===== config.mk =====
export PLATFORM = sky130hd
export DESIGN_NAME = tmo_timer_out_ctrl
export DESIGN_NICKNAME = d
export VERILOG_FILES = /design/src/include/tmo_pkg.sv /design/src/logic/tmo_timer_out_ctrl.sv
export SDC_FILE = /design/constraint.sdc
export NUM_CORES = 1
export LEC_CHECK = 0
export BUFFER_PORTS_ARGS = -buffer_cell sky130_fd_sc_hd__buf_2
export CORE_MARGIN = 2
export CORE_UTILIZATION = 52
export CTS_CLUSTER_DIAMETER = 60
export DETAILED_ROUTE_END_ITERATION = 16
export GPL_ROUTABILITY_DRIVEN = 0
export MAX_ROUTING_LAYER = met4
export PLACE_DENSITY = 0.85
export SKIP_CTS_REPAIR_TIMING = 1
export SLEW_MARGIN = 20
export SYNTH_ARGS = -nofsm -noshare
export SYNTH_HDL_FRONTEND = slang
export SYNTH_SLANG_ARGS = --single-unit

===== constraint.sdc =====
create_clock -name clk -period 3 [get_ports clk]
set_input_delay 0.45 -clock clk [delete_from_list [all_inputs] [get_ports clk]]
set_output_delay 0.45 -clock clk [all_outputs]
set_load 0.05 [all_outputs]

===== src/include/tmo_pkg.sv =====
// constants shared by the timer output and prescale control block
package tmo_pkg;
	// register byte offsets on the apb bus
	localparam logic [7:0] OFS_OUTCTL = 8'h00;
	localparam logic [7:0] OFS_PRESCALE = 8'h04;
	localparam logic [7:0] OFS_MODE = 8'h08;
	localparam logic [7:0] OFS_STATUS = 8'h0c;
	localparam logic [7:0] OFS_CMP = 8'h10;
	// output_control_reg bit positions
	localparam int OC_TOE = 0;
	localparam int OC_INV0 = 1;
	localparam int OC_LVR = 2;
	localparam int OC_LVS = 3;
	localparam int OC_INV1 = 4;
	localparam int OC_OSPE = 5;
	localparam int OC_OSPT = 6;
	// prescaler_mode_reg fields
	localparam int PM_CLK_LO = 0;
	localparam int PM_EDA_LO = 2;
	localparam int PM_EDB_LO = 4;
	localparam int PM_BITS = 6;
	// mode register fields
	localparam int MD_RUN_LO = 2;
	localparam int MD_PINB_CAP = 4;
	localparam int MD_BITS = 5;
	// status register fields
	localparam int ST_EDGE_A = 16;
	localparam int ST_EDGE_B = 17;
	localparam int ST_OSC = 18;
	// count clock selections
	localparam logic [1:0] CK_DIV2 = 2'h0;
	localparam logic [1:0] CK_DIV8 = 2'h1;
	localparam logic [1:0] CK_DIV32 = 2'h2;
	localparam logic [1:0] CK_EDGE_A = 2'h3;
	// valid edge selections
	localparam logic [1:0] ED_FALL = 2'h0;
	localparam logic [1:0] ED_RISE = 2'h1;
	localparam logic [1:0] ED_NONE = 2'h2;
	localparam logic [1:0] ED_BOTH = 2'h3;
	// run modes
	localparam logic [1:0] RUN_STOP = 2'h0;
	localparam logic [1:0] RUN_FREE = 2'h1;
	localparam logic [1:0] RUN_CLR_EDGE = 2'h2;
	localparam logic [1:0] RUN_CLR_CMP = 2'h3;
	// reset values and limits
	localparam logic [15:0] CNT_MAX = 16'hffff;
	localparam logic [15:0] CMP_RESET = 16'hffff;
	localparam logic [31:0] DATA_ZERO = 32'h0000_0000;
endpackage : tmo_pkg


===== src/logic/tmo_timer_out_ctrl.sv =====
// timer output, one-shot trigger, prescaler and input edge control
//
// Our own choices: the address map and the APB register port.
`timescale 1ns/1ps
// Behaviour
// [RL1] output-level set and reset bits always read back as zero
// [RL2] one-shot trigger bit clears itself; reads return zero
// [RL3] software writes trigger only while in one-shot output mode
// [RL4] trigger writes spaced at least two count clock periods
// [RL5] enable output before level set; never both in one write
// [RL6] program output setup first, level bits in a later write
// [RL7] stop counter before writing the prescaler mode register
// [RL8] no clear-on-edge mode while input a edge is the count clock
// [RL9] input high after reset gives rising edge at first enable
// [RL10] re-enable after stop gives no spurious rising edge
// [RL11] shared pin is either capture input b or timer output
// [RL12] internal oscillator clocking is flagged as unsafe
// [RL13] level set forces output high, level reset forces it low
// [RL14] counter runs when run mode is nonzero, stops at zero
module tmo_timer_out_ctrl #(
	parameter int DIV_W = 5
) (
	input wire logic clk,
	input wire logic rst_n,
	input wire logic psel,
	input wire logic penable,
	input wire logic pwrite,
	input wire logic [7:0] paddr,
	input wire logic [31:0] pwdata,
	output logic [31:0] prdata,
	output logic pready,
	output logic pslverr,
	input wire logic capture_input_a,
	input wire logic shared_pin_in,
	output logic shared_pin_out,
	output logic shared_pin_oe,
	input wire logic cpu_on_internal_osc
);
	logic [1:0] a_sync, b_sync, osc_sync;
	logic a_prev, b_prev, has_run;
	logic [DIV_W-1:0] div_cnt;
	logic [15:0] timer_counter_value, compare_reg_b;
	logic [6:0] output_control_reg;
	logic [tmo_pkg::PM_BITS-1:0] prescaler_mode_reg;
	logic [tmo_pkg::MD_BITS-1:0] mode_reg;
	logic out_ff, edge_a_seen, edge_b_seen, osc_unsafe;
	logic [DIV_W-1:0] next_div_cnt;
	logic [15:0] next_timer_counter_value, next_compare_reg_b;
	logic [6:0] next_output_control_reg;
	logic [tmo_pkg::PM_BITS-1:0] next_prescaler_mode_reg;
	logic [tmo_pkg::MD_BITS-1:0] next_mode_reg;
	logic next_out_ff, next_edge_a_seen, next_edge_b_seen, next_a_prev;
	logic next_b_prev, next_has_run, next_pready, next_pslverr;
	logic [31:0] next_prdata;
	logic wr_now, rd_now, mapped, running, tick, hit_a, hit_b, trig;
	logic [1:0] run_mode, clk_sel;

	// pin inputs pass two flops; only the second stage is read
	always_ff @(posedge clk or negedge rst_n)
	begin
		if (!rst_n)
		begin
			a_sync <= 2'h0;
			b_sync <= 2'h0;
			osc_sync <= 2'h0;
		end
		else
		begin
			a_sync <= {a_sync[0], capture_input_a};
			b_sync <= {b_sync[0], shared_pin_in};
			osc_sync <= {osc_sync[0], cpu_on_internal_osc};
		end
	end

	// edge filter per selection; none never hits
	function automatic logic edge_hit(input logic [1:0] sel,
		input logic now, input logic prev);
		edge_hit = ((sel == tmo_pkg::ED_RISE || sel == tmo_pkg::ED_BOTH)
			&& now && !prev) || ((sel == tmo_pkg::ED_FALL
			|| sel == tmo_pkg::ED_BOTH) && !now && prev);
	endfunction : edge_hit

	// decode of bus phases and control fields
	always_comb
	begin
		wr_now = psel && penable && pready && pwrite;
		rd_now = psel && penable && !pready && !pwrite;
		mapped = paddr == tmo_pkg::OFS_OUTCTL
			|| paddr == tmo_pkg::OFS_PRESCALE || paddr == tmo_pkg::OFS_MODE
			|| paddr == tmo_pkg::OFS_STATUS || paddr == tmo_pkg::OFS_CMP;
		run_mode = mode_reg[tmo_pkg::MD_RUN_LO +: 2];
		clk_sel = prescaler_mode_reg[tmo_pkg::PM_CLK_LO +: 2];
		running = run_mode != tmo_pkg::RUN_STOP; // [RL14]
		// edges are honoured only while counting
		hit_a = running && edge_hit(
			prescaler_mode_reg[tmo_pkg::PM_EDA_LO +: 2], a_sync[1], a_prev);
		// pin b edges ignored while the pin drives the timer output
		hit_b = running && mode_reg[tmo_pkg::MD_PINB_CAP] && edge_hit(
			prescaler_mode_reg[tmo_pkg::PM_EDB_LO +: 2],
			b_sync[1], b_prev); // [RL11]
		unique case (clk_sel)
			tmo_pkg::CK_DIV2: tick = div_cnt[0];
			tmo_pkg::CK_DIV8: tick = &div_cnt[2:0];
			tmo_pkg::CK_DIV32: tick = &div_cnt;
			tmo_pkg::CK_EDGE_A: tick = hit_a;
		endcase
		// trigger is a pulse and never stored, so it reads back zero
		trig = wr_now && paddr == tmo_pkg::OFS_OUTCTL
			&& pwdata[tmo_pkg::OC_OSPT]
			&& output_control_reg[tmo_pkg::OC_OSPE]; // [RL2]
	end

	// next state of registers, counter, output flop and edge history
	always_comb
	begin
		next_div_cnt = running ? div_cnt + 1'b1 : '0;
		next_output_control_reg = output_control_reg;
		next_prescaler_mode_reg = prescaler_mode_reg;
		next_mode_reg = mode_reg;
		next_compare_reg_b = compare_reg_b;
		next_timer_counter_value = timer_counter_value;
		next_out_ff = out_ff;
		next_edge_a_seen = edge_a_seen;
		next_edge_b_seen = edge_b_seen;
		next_pready = psel && penable && !pready;
		next_pslverr = psel && penable && !pready && !mapped;
		next_prdata = tmo_pkg::DATA_ZERO;
		// prev stays low until the first enable, so a high pin then
		// shows as a rising edge; later it tracks the pin while stopped
		next_has_run = has_run || running;
		next_a_prev = (running || has_run) ? a_sync[1] : 1'b0; // [RL9]
		next_b_prev = (running || has_run) ? b_sync[1] : 1'b0; // [RL10]
		if (rd_now)
		begin
			unique case (paddr)
				tmo_pkg::OFS_OUTCTL:
				begin
					next_prdata[6:0] = output_control_reg;
					next_prdata[tmo_pkg::OC_LVS] = 1'b0; // [RL1]
					next_prdata[tmo_pkg::OC_LVR] = 1'b0; // [RL1]
					next_prdata[tmo_pkg::OC_OSPT] = 1'b0; // [RL2]
				end
				tmo_pkg::OFS_PRESCALE:
					next_prdata[tmo_pkg::PM_BITS-1:0] = prescaler_mode_reg;
				tmo_pkg::OFS_MODE:
					next_prdata[tmo_pkg::MD_BITS-1:0] = mode_reg;
				tmo_pkg::OFS_STATUS:
				begin
					next_prdata[15:0] = timer_counter_value;
					next_prdata[tmo_pkg::ST_EDGE_A] = edge_a_seen;
					next_prdata[tmo_pkg::ST_EDGE_B] = edge_b_seen;
					next_prdata[tmo_pkg::ST_OSC] = osc_unsafe; // [RL12]
				end
				tmo_pkg::OFS_CMP: next_prdata[15:0] = compare_reg_b;
				default: next_prdata = tmo_pkg::DATA_ZERO;
			endcase
		end
		// counting on the selected count clock
		if (running && tick)
		begin
			if (run_mode == tmo_pkg::RUN_CLR_CMP
				&& timer_counter_value == compare_reg_b)
				next_timer_counter_value = '0;
			else
				next_timer_counter_value = timer_counter_value + 1'b1;
			if (output_control_reg[tmo_pkg::OC_INV0]
				&& timer_counter_value == tmo_pkg::CNT_MAX)
				next_out_ff = !next_out_ff;
			if (output_control_reg[tmo_pkg::OC_INV1]
				&& timer_counter_value == compare_reg_b)
				next_out_ff = !next_out_ff;
		end
		// clear on input a edge or on a software trigger; counting goes on only while running
		if ((hit_a && run_mode == tmo_pkg::RUN_CLR_EDGE
			&& clk_sel != tmo_pkg::CK_EDGE_A) || trig)
			next_timer_counter_value = '0;
		if (wr_now)
		begin
			unique case (paddr)
				tmo_pkg::OFS_OUTCTL:
				begin
					// level bits act once and are not kept
					next_output_control_reg = pwdata[6:0];
					next_output_control_reg[tmo_pkg::OC_LVS] = 1'b0;
					next_output_control_reg[tmo_pkg::OC_LVR] = 1'b0;
					next_output_control_reg[tmo_pkg::OC_OSPT] = 1'b0;
					if (pwdata[tmo_pkg::OC_LVR])
						next_out_ff = 1'b0; // [RL13]
					if (pwdata[tmo_pkg::OC_LVS])
						next_out_ff = 1'b1; // [RL13]
				end
				tmo_pkg::OFS_PRESCALE:
					next_prescaler_mode_reg = pwdata[tmo_pkg::PM_BITS-1:0];
				tmo_pkg::OFS_MODE:
					next_mode_reg = pwdata[tmo_pkg::MD_BITS-1:0];
				tmo_pkg::OFS_STATUS:
				begin
					if (pwdata[tmo_pkg::ST_EDGE_A])
						next_edge_a_seen = 1'b0;
					if (pwdata[tmo_pkg::ST_EDGE_B])
						next_edge_b_seen = 1'b0;
				end
				tmo_pkg::OFS_CMP: next_compare_reg_b = pwdata[15:0];
				default: next_compare_reg_b = compare_reg_b;
			endcase
		end
		// a new edge beats a clear in the same cycle
		if (hit_a)
			next_edge_a_seen = 1'b1;
		if (hit_b)
			next_edge_b_seen = 1'b1;
	end

	// state registers; outputs come straight from flops
	always_ff @(posedge clk or negedge rst_n)
	begin
		if (!rst_n)
		begin
			div_cnt <= '0;
			output_control_reg <= '0;
			prescaler_mode_reg <= '0;
			mode_reg <= '0;
			compare_reg_b <= tmo_pkg::CMP_RESET;
			timer_counter_value <= '0;
			out_ff <= 1'b0;
			edge_a_seen <= 1'b0;
			edge_b_seen <= 1'b0;
			a_prev <= 1'b0;
			b_prev <= 1'b0;
			has_run <= 1'b0;
			osc_unsafe <= 1'b0;
			pready <= 1'b0;
			pslverr <= 1'b0;
			prdata <= tmo_pkg::DATA_ZERO;
			shared_pin_out <= 1'b0;
			shared_pin_oe <= 1'b0;
		end
		else
		begin
			div_cnt <= next_div_cnt;
			output_control_reg <= next_output_control_reg;
			prescaler_mode_reg <= next_prescaler_mode_reg;
			mode_reg <= next_mode_reg;
			compare_reg_b <= next_compare_reg_b;
			timer_counter_value <= next_timer_counter_value;
			out_ff <= next_out_ff;
			edge_a_seen <= next_edge_a_seen;
			edge_b_seen <= next_edge_b_seen;
			a_prev <= next_a_prev;
			b_prev <= next_b_prev;
			has_run <= next_has_run;
			// flag only: timing cannot be trusted on that clock
			osc_unsafe <= osc_sync[1]; // [RL12]
			pready <= next_pready;
			pslverr <= next_pslverr;
			prdata <= next_prdata;
			shared_pin_out <= next_out_ff;
			shared_pin_oe <= next_output_control_reg[tmo_pkg::OC_TOE]
				&& !next_mode_reg[tmo_pkg::MD_PINB_CAP]; // [RL11]
		end
	end
endmodule : tmo_timer_out_ctrl


==> results of run 1 <==
area by class of cell:
cell class,count,share of cell area
Sequential cell,87,0.4714
Multi-Input combinational cell,256,0.3893
Inverter,6,0.004832
Tap cell,102,0.02738
Clock buffer,11,0.03034
Clock inverter,5,0.008859
Timing Repair Buffer,60,0.06792
Yosys cell counts, types with 2 or more instances:
library cell	n
nor2_1	35
or3_1	4
nand3b_1	2
dfstp_2	16
and3_1	13
nand3_1	10
o2111ai_1	2
nand2b_1	2
buf_2	3
a22o_1	7
nand4_1	6
mux2i_1	3
mux4_2	2
buf_4	15
o211ai_1	3
nand2_1	16
mux2_2	29
nor3_1	5
clkbuf_1	8
o21ai_0	18
a211o_1	2
inv_1	6
xor2_1	8
dfrtp_1	71
a22oi_1	15
or2_2	2
and2_1	6
ha_1	8
nor2b_1	5
xnor2_1	16
a21oi_1	5
where the power goes:
group          switching (mW)  internal [mW]  leakage [nW]
sequential            0.00606           1.19          1.14
combinational          0.0940         0.0296          1.04
clock                   0.428          0.331        0.0866
total                   0.528           1.55          2.26
per-layer routing:
layer,track usage,share of wire
met1,0.2757,0.42
met2,0.3351,0.48
met3,0.04996,0.082
met4,0.06495,0.017
met5,-,0
worst max-delay path by stage:
stage,start,slack (ps),end
after floorplan,paddr[1],790,timer_counter_value[12]$_DFFE_PN0P_
after global routing,div_cnt[0]$_DFF_PN0_,420,timer_counter_value[9]$_DFFE_PN0P_
after detailed placement,paddr[1],470,timer_counter_value[0]$_DFFE_PN0P_
after global placement,paddr[1],520,timer_counter_value[9]$_DFFE_PN0P_
final,div_cnt[0]$_DFF_PN0_,560,timer_counter_value[9]$_DFFE_PN0P_
after CTS,div_cnt[0]$_DFF_PN0_,580,timer_counter_value[9]$_DFFE_PN0P_
logic make-up (layout without fill, tap and decap cells):
logic type | count (synthesis) | after routing | share of synthesized area
other | 1 | 13 | 0.0009019
AO/OA/AOI/OAI | 61 | 61 | 0.1053
XOR/XNOR | 24 | 24 | 0.05056
adder cells (fa/ha/maj) | 8 | 8 | 0.02408
buffers and inverters | 33 | 82 | 0.04604
flip-flops | 87 | 87 | 0.5284
AND/OR/NAND/NOR | 116 | 116 | 0.1481
multiplexers | 34 | 34 | 0.09660
==> flow_summary.toml, run 1 <==
[layout]
multiInputGateArea_um2 = 1814
final_common_cell = "dfrtp_1"
reg_top3 = "prdata x19, compare_reg_b x16, timer_counter_value x16"
n_antenna_cell = 0
regArea_um2 = 2197
top_register = "prdata"
largest_reg_flops = 19
drive_above_1_share = 0.3059
fin_util = 0.6031
final_cell_mix = "dfrtp_1 (71), buf_2 (55), nor2_1 (35)"
final_area_um2 = 4661
finalNonFillerCells = 527
nets = 476
syn2layout_area_growth_pct = 12.10
n_fill_cell = 610

[synthesis]
synth.area.top_cells = "dfrtp_1 (43%), dfstp_2 (10%), mux2_2 (7.9%), xnor2_1 (3.4%), nor2_1 (3.2%)"
yosys_warnings = 0
ys.flop_type = "dfrtp_1"
netlist.area_leader.share = 0.4273
synth-seq-cells = 87
synth_area_per_cell_um2 = 11.42
syn_area_um2 = 4158
synthArstFlopShare = 1.000
synth_edf_count = 0
syn_inst = 364
seq_area_frac_synth = 0.5284
yosysUniqueCellTypes = 52
yosysTopAreaCell = "dfrtp_1"

[power_and_ir_drop]
finalPower_mw = 2.074
power.leakage_nw = 2.264
peakVddDrop_uv = 224.9
p_per_area_nw_per_um2 = 445.0

[sta]
hold_viol_final = 0
tns_ps = 0
fin_ws_ps = 556.7
max_slew_margin = 0.4990
setup_viol = 0
rsz0062_at_grt = "false"
fin_skew_ps = 10.35
worst_pin_slew_ps = 751.5
whs_ps = 109.0
min_period_over_period = 0.8144
slew_viol_final = 0
min_period_ps = 2443
max_freq_mhz = 409.3

[placement]
dp_slack_ps = 466.0
dpl.hpwl_um = 6348
placed_area_um2 = 4474
dp.cells = 511
io_buffers = 56

[critical_path]
cp.depth = 9
r2r_start = "div_cnt[0]$_DFF_PN0_"
start_kind = "flop"
cpPeakStageDelay_ps = 420
cp-end-kind = "flop"
crit_fanout = 8
crit_type = "reg -> reg"
cp_top_family = "simple AND/OR/NAND/NOR gates"
r2r_end = "timer_counter_value[9]$_DFFE_PN0P_"
path_buf_inv = 0
slowest_stage = "dfrtp_1"
r2r_cells = 9
arrival_ps = 2700
path_common_cell = "ha_1"
crit_required_ps = 3250
path_cells = "ha_1, and3_1, ha_1, mux2i_1, nor3_1, a211o_1, nor2_2, nor2_1, a221o_1"
regToRegSetupSlack_ps = 560

[floorplan]
die_w_um = 93.42
ioPinCount = 84
die_area_um2 = 8727
initial_core_util = 0.5381
die_y_um = 93.42
core_um2 = 7727
rows = 32

[grt]
grt_overflow = 0
grt_pass1_vias = 2920
grt_pass1_wl_um = 14010
antenna_found_initial = 0
grt_usage = 0.2127
grt_max_degree = 88

[cts]
cts_buffer_depth = 2
cts_tree = "built"
htree_num_levels = 3
clkSinkCount = 87
cts_root_buffer = "clkbuf_8"
clock_latency_ps = 360
clk_pin_slew_ps = 90
numCtsBuffers = 9

[detailed_routing]
routedWlPerCell_um = 16.44
wirelength_um = 8662
drtIter0Drc = 380
drc_errors = 0
vias_per_cell = 5.818
vias = 3066
postRouteAntennaNets = 0
first_pass_iters = 5

[job]
drv_cap = 0

[worst_hold_path]
min_path_type = "in -> async"

[status]
run_status = "completed"
Note: power is estimated with default switching activity, not from simulation.
==> run 2: changes to the inputs <==
--- a/config.mk
+++ b/config.mk
@@ -7,12 +7,12 @@
 export LEC_CHECK = 0
 export BUFFER_PORTS_ARGS = -buffer_cell sky130_fd_sc_hd__buf_2
 export CORE_MARGIN = 2
-export CORE_UTILIZATION = 52
+export CORE_UTILIZATION = 50
 export CTS_CLUSTER_DIAMETER = 60
 export DETAILED_ROUTE_END_ITERATION = 16
 export GPL_ROUTABILITY_DRIVEN = 0
 export MAX_ROUTING_LAYER = met4
-export PLACE_DENSITY = 0.85
+export PLACE_DENSITY = 0.86
 export SKIP_CTS_REPAIR_TIMING = 1
 export SLEW_MARGIN = 20
 export SYNTH_ARGS = -nofsm -noshare
==> constraint.sdc (replaced) <==
create_clock -name clk -period 2 [get_ports clk]
set_input_delay 0.3 -clock clk [delete_from_list [all_inputs] [get_ports clk]]
set_output_delay 0.3 -clock clk [all_outputs]
set_load 0.05 [all_outputs]
==> run 2 against run 1 <==
  * The flow now finishes with violations (setup timing)
  * Via count grew 11%
  * Critical path depth stayed put
  * Largest power group unchanged
  * Sequential cell count unchanged
  * Clock skew down 1.6 ps
  * Final cell count is 10% higher
  * Clock-buffer cell count decreased by 1
  * Critical endpoint is now timer_counter_value[10]$_DFFE_PN0P_
  * Clock power increased by 63%
  * Design area increased by 11%
  * Wire length is 19% higher
==> flow_summary.toml, run 2 (synthesis gave the netlist of run 1 again) <==
[critical_path]
slowest_stage = "dfrtp_1"
r2r_cells = 9
regToRegSetupSlack_ps = -210
start_kind = "flop"
r2r_start = "div_cnt[1]$_DFF_PN0_"
worstSetupStartpoint = "div_cnt[1]$_DFF_PN0_"
r2r_end = "timer_counter_value[10]$_DFFE_PN0P_"
crit_required_ps = 2270
arrival_ps = 2480
cp-end-kind = "flop"
crit_type = "reg -> reg"
crit_end = "timer_counter_value[10]$_DFFE_PN0P_"
path_cells = "ha_2, buf_4, ha_1, and4b_1, a211o_1, buf_6, o211ai_1, xor2_1, nor2_1"
cpPeakStageDelay_ps = 400
crit_fanout = 6

[detailed_routing]
vias_per_cell = 5.837
first_pass_iters = 6
drtIter0Drc = 367
wirelength_um = 10280
drc_errors = 0
vias = 3397
routedWlPerCell_um = 17.65
postRouteAntennaNets = 0

[grt]
grt_max_degree = 46
grt_pass1_wl_um = 15780
grt_pass1_vias = 3292
grt_overflow = 0
grt_usage = 0.2386
antenna_found_initial = 0

[layout]
finalNonFillerCells = 582
largest_reg_flops = 19
top_register = "prdata"
nets = 528
reg_top3 = "prdata x19, compare_reg_b x16, timer_counter_value x16"
drive_above_1_share = 0.4109
final_cell_mix = "dfrtp_1 (70), buf_2 (55), buf_4 (52)"
final_common_cell = "dfrtp_1"
syn2layout_area_growth_pct = 24.50
n_antenna_cell = 0

[cts]
clkSinkCount = 87
numCtsBuffers = 9
clk_pin_slew_ps = 90
cts_tree = "built"
clock_latency_ps = 370
cts_root_buffer = "clkbuf_8"
cts_buffer_depth = 2
htree_num_levels = 3

[power_and_ir_drop]
p_per_area_nw_per_um2 = 625.0
peakVddDrop_uv = 318.0
power.leakage_nw = 2.532

[placement]
dp_slack_ps = -247.3
io_buffers = 56
dp.cells = 562
dpl.hpwl_um = 7549

[floorplan]
die_w_um = 95.19
core_um2 = 8134
die_y_um = 95.19
initial_core_util = 0.5112
die_area_um2 = 9061
ioPinCount = 84
rows = 33

[worst_hold_path]
hold_depth = 1
min_path_type = "in -> reg"

[sta]
whs_ps = 31.73
hold_viol_final = 0
fin_ws_ps = -211.3
rsz0062_at_grt = "true"
max_slew_margin = 0.6039
fin_skew_ps = 8.791
max_freq_mhz = 452.2
min_period_over_period = 1.106
min_period_ps = 2211
slew_viol_final = 0
setup_viol = 17
worst_pin_slew_ps = 594.1

[status]
violations = "setup timing"
run_status = "finished, violations left"

[job]
drv_cap = 0
## run 2: worst min path at each step
stage / startpoint / to / slack, ps
floorplan: rst_n / a_prev$_DFF_PN0_ / 4
global placement: rst_n / b_sync[0]$_DFF_PN0_ / 330
detailed placement: osc_sync[0]$_DFF_PN0_ / osc_sync[1]$_DFF_PN0_ / 330
CTS: rst_n / b_sync[0]$_DFF_PN0_ / -50
global route: capture_input_a / a_sync[0]$_DFF_PN0_ / 20
finish: capture_input_a / a_sync[0]$_DFF_PN0_ / 30
## run 2: worst max-delay path: cells and delay by family, from the launching register on
family / cells / cell delay [ps]
compound gates: 2 / 600
xor+xnor: 1 / 200
fa+ha+maj: 2 / 390
buf+inv: 2 / 290
flops: 1 / 400
simple gates: 2 / 240
## run 2: layout make-up
cell class	count	area (um2)
clock buffer	10	127.6
sequential	87	2198
clock inverter	6	68.82
fill	569	2958
timing repair buffer	112	729.5
inverter	6	22.52
multi-input combinational	256	1898
tap	105	131.4
## run 2: layer usage
metal	track usage	vias to the layer above	share of wire
met5	-	-	0
met4	0.1256	0	0.042
met3	0.04822	54	0.075
met2	0.3891	197	0.49
met1	0.2789	1655	0.39
li1	-	1491	-
## run 2: metrics by stage
stage	TNS, ps	util	total power, mW	instance area, um2
after floorplan	-463.5	-	1.939	4269
after global placement	-4912	0.6021	2.019	4897
after detailed placement	-9058	0.6021	2.026	4897
after CTS	-3348	0.6262	3.237	5094
after global routing	-3994	0.6364	3.339	5176
final	-2457	0.6364	3.235	5176
## run 2: power breakdown
part / leakage (nW) / switching, mW / internal, mW
sequential: 1.14 / 0.00847 / 1.78
clock: 0.0973 / 0.653 / 0.587
combinational: 1.30 / 0.149 / 0.0592
==> run 3: changes to the inputs <==
==> constraint.sdc (replaced) <==
create_clock -name clk -period 2 [get_ports clk]
set_input_delay 0.3 -clock clk [delete_from_list [all_inputs] [get_ports clk]]
set_output_delay 0.3 -clock clk [all_outputs]
set_load 0.01 [all_outputs]
==> run 3 against run 2 <==
  * The run still ends with setup timing left
  * Sequential share of layout area down 0.44 points
  * Via count up 1.1%
  * Register-to-register slack about the same
  * Fmax about the same
  * Sequential cell count unchanged
  * Total power is 0.98% lower
  * Critical endpoint is now timer_counter_value[6]$_DFFE_PN0P_
  * Largest cell class unchanged
  * Largest power group unchanged
==> flow_summary.toml, run 3 (synthesis gave the netlist of run 1 again) <==
[detailed_routing]
vias_per_cell = 5.889
postRouteAntennaNets = 0
routedWlPerCell_um = 18.50
first_pass_iters = 7
drtIter0Drc = 381
wirelength_um = 10790
vias = 3433
drc_errors = 0

[placement]
dpl.hpwl_um = 7355
io_buffers = 56
dp.cells = 562

[power_and_ir_drop]
p_per_area_nw_per_um2 = 612.8
switching_share = 0.2338
finalPower_mw = 3.203
p_seq_frac = 0.558
p_int_mw = 2.454
power.leakage_nw = 2.526
switching_power_mw = 0.7488
peakVddDrop_uv = 376.7
pwr-share-comb = 0.050
p_clk_frac = 0.392

[layout]
n_antenna_cell = 0
finalNonFillerCells = 583
n_fill_cell = 540
final_cell_mix = "dfrtp_1 (71), buf_2 (55), buf_4 (54)"
drive_above_1_share = 0.4121
syn2layout_area_growth_pct = 25.73
multiInputGateArea_um2 = 1944
top_register = "prdata"
largest_reg_flops = 19
nets = 529
reg_top3 = "prdata x19, compare_reg_b x16, timer_counter_value x16"
regArea_um2 = 2197
final_common_cell = "dfrtp_1"

[floorplan]
core_um2 = 8134
ioPinCount = 84
rows = 33
die_y_um = 95.19
die_w_um = 95.19
die_area_um2 = 9061
initial_core_util = 0.5112

[critical_path]
crit_fanout = 9
start_kind = "flop"
worstSetupStartpoint = "div_cnt[0]$_DFF_PN0_"
cp.depth = 9
path_buf_inv = 3
path_common_cell = "buf_4"
slowest_stage = "dfrtp_1"
cp-end-kind = "flop"
r2r_start = "div_cnt[0]$_DFF_PN0_"
cpPeakStageDelay_ps = 410
arrival_ps = 2500
crit_type = "reg -> reg"
path_cells = "ha_2, buf_4, ha_4, and4b_1, a211o_4, buf_4, buf_4, a41o_4, nor2_1"
cp_top_family = "compound AO/OA/AOI/OAI gates"
crit_required_ps = 2290
r2r_cells = 9

[sta]
fin_ws_ps = -213.3
min_period_over_period = 1.107
setup_viol = 17
hold_viol_final = 0
min_period_ps = 2213
rsz0062_at_grt = "true"
max_freq_mhz = 451.8
fin_skew_ps = 8.723
slew_viol_final = 0

[cts]
clk_pin_slew_ps = 90
htree_num_levels = 3
clock_latency_ps = 360
cts_tree = "built"
cts_root_buffer = "clkbuf_8"
cts_buffer_depth = 2
clkSinkCount = 87
numCtsBuffers = 9

[job]
drv_cap = 0

[grt]
grt_pass1_vias = 3276
grt_usage = 0.2348
grt_max_degree = 54
grt_pass1_wl_um = 15650
grt_overflow = 0
antenna_found_initial = 0

[status]
run_status = "finished, violations left"
violations = "setup timing"

[worst_hold_path]
hold_depth = 1
hold_start = "cpu_on_internal_osc"
min_path_type = "in -> reg"
==> run 3: metal layers <==
layer,part of all wire,GRT usage,vias to the layer above
met3,0.078,0.05059,47
met4,0.039,0.08454,0
met2,0.49,0.3815,183
li1,-,-,1490
met1,0.39,0.2902,1713
met5,0,-,-
==> run 3: area by class of cell <==
type                       count  area share
multi-input combinational    256      0.3719
sequential                    87      0.4203
clock buffer                  12     0.02776
inverter                       6    0.004308
tap                          105     0.02513
clock inverter                 4     0.01029
timing repair buffer         113      0.1403
==> run 3: path summary, 6_finish.rpt <==
check                                                          end  slack, ps
worst max register to register  timer_counter_value[6]$_DFFE_PN0P_       -210
worst max-delay path            timer_counter_value[6]$_DFFE_PN0P_       -210
max in group asynchronous             compare_reg_b[8]$_DFFE_PN1P_       1110
worst min register to register                 b_sync[1]$_DFF_PN0_        360
min in group asynchronous                      b_sync[0]$_DFF_PN0_        290
worst min-delay path                         osc_sync[0]$_DFF_PN0_         40
==> run 3: worst reg2reg max path, stage by stage (launching register included) <==
cell	delay, ps
dfrtp_1	410
ha_2	200
buf_4	140
ha_4	150
and4b_1	200
a211o_4	350
buf_4	150
buf_4	150
a41o_4	260
nor2_1	160
==> run 3: power by group through the flow <==
stage	clock network [mW]	registers [mW]	logic, mW
6_report	1.26	1.79	0.161
5_1_grt	1.31	1.79	0.179
4_1_cts	1.25	1.79	0.159
3_5_place_dp	0	1.82	0.158
3_3_place_gp	0	1.82	0.151
2_1_floorplan	0	1.82	0.0683
==> run 3: metrics by stage <==
stage / hold slack [ps] / utilization / setup slack, ps / setup TNS [ps] / area (um2)
after floorplan: 4.409 / - / -64.00 / -361.1 / 4253
after global placement: 130.3 / 0.6001 / -189.3 / -2626 / 4881
final: 37.99 / 0.6427 / -213.3 / -2619 / 5228
after CTS: -252.1 / 0.6245 / -265.3 / -3286 / 5080
after global routing: 26.40 / 0.6427 / -280.0 / -3762 / 5228
after detailed placement: 131.5 / 0.6001 / -244.9 / -6380 / 4881
